--- src/inc/smb_cfg_pkg.sv ---
package smb_cfg_pkg;

   // --------------------------------------------------------------
   // pin synchroniser slots
   // --------------------------------------------------------------
   localparam int PIN_NUM = 4;
   localparam int PIN_SCL = 0;
   localparam int PIN_SDA = 1;
   localparam int PIN_SEL = 2;
   localparam int PIN_PD  = 3;
   localparam logic [1:0] WARM_CNT = 2'h3;

   // --------------------------------------------------------------
   // serial framing
   // --------------------------------------------------------------
   localparam int         ADDR_W    = 7;
   localparam logic [3:0] BYTE_BITS = 4'h8;
   localparam logic       WR_DIR    = 1'b0;
   localparam int         ENTRY_W   = 16;

   // --------------------------------------------------------------
   // configuration byte layout
   // --------------------------------------------------------------
   localparam logic [7:0] REF_BYTE_IDX = 8'h03;
   localparam int         WOL_BIT      = 5;
   localparam int         REF_OE_BIT   = 4;
   localparam int         SLEW_MSB     = 7;
   localparam int         SLEW_LSB     = 6;
   localparam int         SLEW_W       = 2;
   localparam logic [7:0] REF_BYTE_RST = 8'h5F;
   localparam logic [7:0] CFG_BYTE_RST = 8'h00;

   // --------------------------------------------------------------
   // states
   // --------------------------------------------------------------
   typedef enum logic [2:0] {
      ST_IDLE,
      ST_RX,
      ST_ACK,
      ST_STRETCH,
      ST_IGNORE
   } link_st_e;

   typedef enum logic [1:0] {
      PH_ADDR,
      PH_IDX,
      PH_CNT,
      PH_DATA
   } phase_e;

endpackage

--- src/inc/cfg_stream_if.sv ---
`timescale 1ns/10ps
interface cfg_stream_if #(
   parameter int W = 16
) ();
   logic         valid;
   logic         ready;
   logic [W-1:0] data;

   modport src (output valid, output data, input ready);
   modport snk (input valid, input data, output ready);
endinterface

--- src/verilog/smb_block_write_target.sv ---
`timescale 1ns/10ps
module smb_block_write_target
   import smb_cfg_pkg::*;
#(
   parameter int                             NB         = 16,
   parameter int                             FIFO_DEPTH = 8,
   parameter logic [smb_cfg_pkg::ADDR_W-1:0] ADDR_SEL0  = 7'h10,
   parameter logic [smb_cfg_pkg::ADDR_W-1:0] ADDR_SEL1  = 7'h12
) (
   input  wire logic                             I_CLK,
   input  wire logic                             I_ARST_N,
   input  wire logic                             I_SCL,
   input  wire logic                             I_SDA,
   input  wire logic                             I_ADDR_SELECT_PIN,
   input  wire logic                             I_PD_N,
   input  wire logic                             I_CFG_HOLD,
   output logic                                  O_SCL_O,
   output logic                                  O_SCL_OE,
   output logic                                  O_SDA_O,
   output logic                                  O_SDA_OE,
   output logic                                  O_DIF_RUN,
   output logic                                  O_REF_RUN,
   output logic [smb_cfg_pkg::SLEW_W-1:0]        O_REF_SLEW
);
   import smb_cfg_pkg::*;

   // --------------------------------------------------------------
   // state
   // --------------------------------------------------------------
   typedef struct packed {
      logic [PIN_NUM-1:0] s1;
      logic [PIN_NUM-1:0] s2;
      logic [PIN_NUM-1:0] s3;
      logic [PIN_NUM-1:0] filt;
      logic [1:0]         warm;
      logic               sel_done;
      logic               sel_val;
      link_st_e           st;
      phase_e             ph;
      logic [3:0]         bitcnt;
      logic [7:0]         sh;
      logic [7:0]         idx;
      logic [7:0]         left;
      logic               sda_oe;
      logic               scl_oe;
      logic               sda_o;
      logic               scl_o;
      logic [NB-1:0][7:0] cfg;
      logic               dif_run;
      logic               ref_run;
      logic [SLEW_W-1:0]  slew;
   } top_s;

   function automatic top_s rst_state();
      top_s r;
      r                   = '0;
      r.st                = ST_IDLE;
      r.ph                = PH_ADDR;
      for (int i = 0; i < NB; i++) begin
         r.cfg[i] = CFG_BYTE_RST;
      end
      r.cfg[REF_BYTE_IDX] = REF_BYTE_RST;
      r.slew              = REF_BYTE_RST[SLEW_MSB:SLEW_LSB];
      return r;
   endfunction

   localparam top_s RST_S = rst_state();

   top_s q;
   top_s d;

   cfg_stream_if #(.W(ENTRY_W)) push_if ();
   cfg_stream_if #(.W(ENTRY_W)) pop_if ();

   logic       pop_fire;
   logic       push_fire;
   logic [7:0] pop_idx;
   logic       pd;

   // --------------------------------------------------------------
   // buffer between link and configuration array
   // --------------------------------------------------------------
   cfg_fifo #(
      .W     (ENTRY_W),
      .DEPTH (FIFO_DEPTH)
   ) u_fifo (
      .i_clk    (I_CLK),
      .i_arst_n (I_ARST_N),
      .wr       (push_if),
      .rd       (pop_if)
   );

   assign push_if.valid = (q.st == ST_STRETCH);
   assign push_if.data  = {q.idx, q.sh};
   assign push_fire     = push_if.valid && push_if.ready;
   // hold input lets the array side stall; the link stretches clock once the queue is full
   assign pop_if.ready  = !I_CFG_HOLD;
   assign pop_fire      = pop_if.valid && pop_if.ready;
   assign pop_idx       = pop_if.data[ENTRY_W-1:8];
   assign pd            = !q.filt[PIN_PD];

   // --------------------------------------------------------------
   // next state
   // --------------------------------------------------------------
   always_comb begin
      logic              scl_rise;
      logic              scl_fall;
      logic              start_c;
      logic              stop_c;
      logic [ADDR_W-1:0] my_addr;
      scl_rise = 1'b0;
      scl_fall = 1'b0;
      start_c  = 1'b0;
      stop_c   = 1'b0;
      my_addr  = q.sel_val ? ADDR_SEL1 : ADDR_SEL0;
      d        = q;
      d.s1     = {I_PD_N, I_ADDR_SELECT_PIN, I_SDA, I_SCL};
      d.s2     = q.s1;
      d.s3     = q.s2;
      // level accepted only once two late stages agree
      for (int i = 0; i < PIN_NUM; i++) begin
         if (q.s2[i] == q.s3[i]) begin
            d.filt[i] = q.s2[i];
         end
      end
      scl_rise = !q.filt[PIN_SCL] && d.filt[PIN_SCL];
      scl_fall = q.filt[PIN_SCL] && !d.filt[PIN_SCL];
      start_c  = q.filt[PIN_SCL] && d.filt[PIN_SCL]
                 && q.filt[PIN_SDA] && !d.filt[PIN_SDA];
      stop_c   = q.filt[PIN_SCL] && d.filt[PIN_SCL]
                 && !q.filt[PIN_SDA] && d.filt[PIN_SDA];

      if (q.warm != WARM_CNT) begin
         d.warm = q.warm + 2'h1;
      end else if (!q.sel_done && (q.s2[PIN_SEL] == q.s3[PIN_SEL])) begin
         d.sel_done = 1'b1;
         d.sel_val  = q.s2[PIN_SEL];
      end

      if (stop_c) begin
         d.st     = ST_IDLE;
         d.sda_oe = 1'b0;
         d.scl_oe = 1'b0;
      end else if (start_c) begin
         d.st     = ST_RX;
         d.ph     = PH_ADDR;
         d.bitcnt = '0;
         d.sda_oe = 1'b0;
         d.scl_oe = 1'b0;
      end else begin
         unique case (q.st)
            ST_IDLE: begin
            end
            ST_RX: begin
               if (scl_rise && (q.bitcnt < BYTE_BITS)) begin
                  d.sh     = {q.sh[6:0], d.filt[PIN_SDA]};
                  d.bitcnt = q.bitcnt + 4'h1;
               end else if (scl_fall && (q.bitcnt == BYTE_BITS)) begin
                  d.st     = ST_ACK;
                  d.sda_oe = 1'b1;
                  unique case (q.ph)
                     PH_ADDR: begin
                        // read direction and foreign address are not ours
                        if (q.sh != {my_addr, WR_DIR}) begin
                           d.st     = ST_IGNORE;
                           d.sda_oe = 1'b0;
                        end
                     end
                     PH_IDX: d.idx = q.sh;
                     PH_CNT: d.left = q.sh;
                     PH_DATA: begin
                        // bytes beyond the count are not acknowledged
                        d.sda_oe = 1'b0;
                        if (q.left != 8'h00) begin
                           d.st     = ST_STRETCH;
                           d.scl_oe = 1'b1;
                        end else begin
                           d.st = ST_IGNORE;
                        end
                     end
                  endcase
               end
            end
            ST_STRETCH: begin
               // ack only once byte is queued
               if (push_if.ready) begin
                  d.scl_oe = 1'b0;
                  d.sda_oe = 1'b1;
                  d.st     = ST_ACK;
                  d.idx    = q.idx + 8'h01;
                  d.left   = q.left - 8'h01;
               end
            end
            ST_ACK: begin
               if (scl_fall) begin
                  d.sda_oe = 1'b0;
                  d.st     = ST_RX;
                  d.bitcnt = '0;
                  unique case (q.ph)
                     PH_ADDR: d.ph = PH_IDX;
                     PH_IDX:  d.ph = PH_CNT;
                     PH_CNT:  d.ph = PH_DATA;
                     PH_DATA: d.ph = PH_DATA;
                  endcase
               end
            end
            ST_IGNORE: begin
            end
            default: begin
               d.st     = ST_IDLE;
               d.sda_oe = 1'b0;
               d.scl_oe = 1'b0;
            end
         endcase
      end

      // array written as each entry with index below NB drains
      if (pop_fire && (int'(pop_idx) < NB)) begin
         d.cfg[pop_idx] = pop_if.data[7:0];
      end

      d.slew    = q.cfg[REF_BYTE_IDX][SLEW_MSB:SLEW_LSB];
      d.dif_run = !pd;
      d.ref_run = pd ? q.cfg[REF_BYTE_IDX][WOL_BIT]
                     : q.cfg[REF_BYTE_IDX][REF_OE_BIT];
   end

   always_ff @(posedge I_CLK or negedge I_ARST_N) begin
      if (!I_ARST_N) begin
         q <= RST_S;
      end else begin
         q <= d;
      end
   end

   assign O_SCL_O    = q.scl_o;
   assign O_SCL_OE   = q.scl_oe;
   assign O_SDA_O    = q.sda_o;
   assign O_SDA_OE   = q.sda_oe;
   assign O_DIF_RUN  = q.dif_run;
   assign O_REF_RUN  = q.ref_run;
   assign O_REF_SLEW = q.slew;
endmodule

--- src/verilog/cfg_fifo.sv ---
`timescale 1ns/10ps
module cfg_fifo #(
   parameter int W     = 16,
   parameter int DEPTH = 8
) (
   input wire logic   i_clk,
   input wire logic   i_arst_n,
   cfg_stream_if.snk  wr,
   cfg_stream_if.src  rd
);
   // depth must be a power of two: pointers wrap by overflow
   localparam int AW = $clog2(DEPTH);

   typedef struct packed {
      logic [DEPTH-1:0][W-1:0] mem;
      logic [AW:0]             wp;
      logic [AW:0]             rp;
   } fifo_s;

   fifo_s q;
   fifo_s d;
   logic  full;
   logic  empty;

   assign empty    = (q.wp == q.rp);
   assign full     = (q.wp[AW-1:0] == q.rp[AW-1:0]) && (q.wp[AW] != q.rp[AW]);
   assign wr.ready = !full;
   assign rd.valid = !empty;
   assign rd.data  = q.mem[q.rp[AW-1:0]];

   always_comb begin
      d = q;
      if (wr.valid && !full) begin
         d.mem[q.wp[AW-1:0]] = wr.data;
         d.wp                = q.wp + 1'b1;
      end
      if (rd.ready && !empty) begin
         d.rp = q.rp + 1'b1;
      end
   end

   always_ff @(posedge i_clk or negedge i_arst_n) begin
      if (!i_arst_n) begin
         q <= '0;
      end else begin
         q <= d;
      end
   end
endmodule

--- config.mk ---
export PLATFORM = sky130hd
export DESIGN_NAME = smb_block_write_target
export DESIGN_NICKNAME = d
export VERILOG_FILES = /design/src/inc/smb_cfg_pkg.sv /design/src/inc/cfg_stream_if.sv /design/src/verilog/smb_block_write_target.sv /design/src/verilog/cfg_fifo.sv
export SDC_FILE = /design/constraint.sdc
export NUM_CORES = 1
export LEC_CHECK = 0
export BUFFER_PORTS_ARGS = -buffer_cell sky130_fd_sc_hd__buf_2
export CAP_MARGIN = 20
export CORE_UTILIZATION = 25
export CTS_CLUSTER_SIZE = 24
export DETAILED_ROUTE_END_ITERATION = 16
export GPL_TIMING_DRIVEN = 1
export PLACE_DENSITY_LB_ADDON = 0.05
export SETUP_SLACK_MARGIN = 0.15
export SLEW_MARGIN = 10
export SYNTH_ARGS = -nofsm -noshare
export SYNTH_HDL_FRONTEND = slang
export SYNTH_SLANG_ARGS = --single-unit
--- constraint.sdc ---
create_clock -name I_CLK -period 5.3 [get_ports I_CLK]
set_input_delay 0 -clock I_CLK [delete_from_list [all_inputs] [get_ports I_CLK]]
set_output_delay 0 -clock I_CLK [all_outputs]
set_load 0.01 [all_outputs]
==> results by group <==
Layout
  • Fin area: 0.00861 mm2
  • Diodes inserted: 0
  • Layout Cells excl Fill: 1,003
  • Filler Cell Count: 3,029
  • Layout cell share with drive strength beyond 1: 0.300
  • Post-layout util: 0.288
  • Commonest cells after routing, fill and taps aside: dfrtp_1 (163), mux2_2 (72), nand2_1 (48), mux2_4 (40), o21ai_0 (28)
  • Most common cell after layout, fill and taps aside: dfrtp_1
  • P&R area growth vs syn: 12.8%
  • Post-layout net count: 620

Setup path
  • CP cell instances: xor2_1, or4b_4, and2_1, nand2b_4, nor3b_2, buf_4, mux2_4
  • Crit end category: register
  • Critical path's largest stage delay: 870 ps
  • FF-to-FF Start: u_fifo.q[1]
  • Arr. time, crit path: 3430 ps
  • Critical-path top delay cell: dfrtp_1
  • Crit start category: register
  • Worst EP required: 5620 ps
  • Worst Setup SP: u_fifo.q[1]
  • CP Class: reg2reg
  • Crit Path Max Fanout: 20

Routing
  • DR WL/cell: 18.0 um
  • DRT Pass-1 Iters: 4
  • Routed via count: 4,611
  • Vias per cell: 4.60
  • 1st-iter DRT viols: 244
  • DRC violations left: 0
  • ANT nets after route: 0
  • Post-detailed-routing wire length: 18,000 um

Synth
  • Most common flop cell mapped by yosys: dfrtp_1
  • Synth cell types: 59
  • EDFF count, synth: 0
  • Synth area leaders: dfrtp_1 (53%), mux2_2 (11%), mux2_4 (7.9%), nand2_1 (2.4%), ha_1 (2.1%)
  • Mapped Area: 0.00764 mm2
  • Synth area leader: dfrtp_1
  • Synth top area share: 0.534
  • Asr flop ratio synth: 1.00
  • Seq cells post-synth: 166
  • Post-Syn Instances: 599
  • Ys Warns: 0
  • Sequential element share of the synthesized area: 0.544
  • Syn Area/Cell: 12.7 um2

Placement
  • Setup WS pre-CTS: 2140 ps
  • Gpl congestion: 0.710
  • Placed cell count: 965
  • Input/output buffers: 12
  • Post-DP Area: 0.00799 mm2
  • Hpwl dp: 11,600 um

CTS
  • CTS tree: built
  • Root Buffer Master: clkbuf_16
  • TritonCTS buffer count: 17
  • H-tree depth: 4
  • Post-CTS Setup Bufs: 0
  • Clock-pin slew on the worst setup and hold paths: 80 ps
  • Worst skew pair latency: 430 ps
  • CTS Sinks: 166
  • Clk buf depth: 2

Timing
  • Worst-Margin Slew: 955 ps
  • TNS Setup: 0 ps
  • F_max: 322 MHz
  • Final setup vio count: 0
  • Period minus WS final: 3110 ps
  • Endpoints failing hold: 0
  • Fin. max-slew vios: 0
  • Unrepaired setup endpoints after global routing: false
  • Rel. slew slack: 0.363
  • Hold slack final: 188 ps
  • Post-route setup slack: 2190 ps
  • Clock Skews: 13.3 ps
  • Final worst-path cycle share: 0.586

Pwr
  • Flop pwr share: 0.496
  • Max VDD drop: 0.000208 V
  • Sw power: 0.784 mW
  • Clock network power share: 0.428
  • Leak pwr: 3.87 nW
  • Sw frac: 0.280
  • Comb power frac: 0.077
  • Cell Int Power: 2.02 mW
  • PnR Total Power: 2.80 mW
  • Power Dens Cells: 325 mW/mm2

Flow run
  • Total of max-cap violations: 0

GRT
  • Vias in the first global route: 4,886
  • GRT Residual Overflow: 0
  • GRT Total Usage: 0.126
  • First-pass GRT wire length: 29,300 um
  • Largest net degree at the start of global routing: 98
  • Initial antenna violation count: 0

Run status
  • Status: completed

Floorplanning
  • Num rows: 63
  • Die X: 177 um
  • Die Ht: 177 um
  • Initial Utilization: 0.256
  • Core area: 0.0299 mm2
  • Die ar.: 0.0312 mm2
  • IO Count: 15

Min path
  • Hold/Removal Path Class: in2async
==> power by group through the flow <==
stage                     registers (mW)  clock network (mW)  logic (mW)
after global routing                1.40                1.31       0.243
final                               1.39                1.20       0.214
after global placement              1.41                   0       0.214
after detailed placement            1.42                   0       0.214
after CTS                           1.39                1.26       0.219
after floorplan                     1.34                   0       0.211
==> metal layers <==
layer  vias up  global-route usage  part of all wire
met5         -                   0                 0
met4         0              0.0424            0.0096
met3        10              0.0281             0.030
met2        62               0.205              0.50
met1      2393               0.164              0.46
li1       2146                   -                 -
==> kinds of logic after synthesis <==
| family | count (synthesis) | synth area share |
|---|---|---|
| fa+ha+maj | 15 | 0.0239 |
| simple gates | 139 | 0.0960 |
| other cells | 1 | 0.000491 |
| buf+inv | 52 | 0.0369 |
| flops | 166 | 0.544 |
| compound gates | 91 | 0.0718 |
| mux | 122 | 0.212 |
| xor+xnor | 13 | 0.0149 |
==> critical path, delay by kind of cell (launching register included) <==
kind | cells | cell delay, ps
and+or+nand+nor | 4 | 1210
DFF | 1 | 870
buffers and inverters | 1 | 330
muxes | 1 | 320
xor gates and xnor gates | 1 | 250
==> layout make-up <==
class	instances	area, um2	area share
Clock buffer	17	425	0.0494
Clock inverter	15	134	0.0155
Sequential cell	166	4160	0.483
Tap cell	390	488	0.0567
Timing Repair Buffer	23	168	0.0195
Multi-Input combinational cell	382	3200	0.372
Inverter	10	37.5	0.00436
==> repair_timing <==
| item | CTS | global route |
|---|---|---|
| hold buffers | 6 | 0 |
| gates resized for setup | 0 | 0 |
| hold endpoints to repair | 99 | 0 |
==> sequential cells by signal, summed over array words and instances (netlist names), 2 cells and up <==
name and flops:
O_REF_SLEW 2, d 11, push_if.data 16, q 29
u_fifo.q 104
==> final timing paths <==
| check | cells after the start | slack [ps] | end |
|---|---|---|---|
| setup / recovery | 7 | 2190 | u_fifo.q[54] |
| hold / removal | 2 | 190 | u_fifo.q[113] |
| setup reg to reg | 7 | 2190 | u_fifo.q[54] |
| hold reg to reg | 0 | 350 | d[178] |
| max in group asynchronous | 3 | 3500 | d[182] |
| min in group I_CLK | 2 | 200 | d[181] |
==> cell usage after synthesis, types with 5 or more instances <==
cell	count
dfrtp_1	163
mux2_2	72
nand2_1	48
mux2_4	40
o21ai_0	28
a21oi_1	27
nor2_1	22
clkbuf_1	17
ha_1	13
nand3_1	12
inv_1	10
nor4_1	10
buf_2	9
nand4_1	9
xnor2_1	9
a31oi_1	8
buf_6	7
mux4_2	7
buf_4	6
o22ai_1	6
nand3b_1	5
No activity file was read; power rests on OpenSTA's default activity.
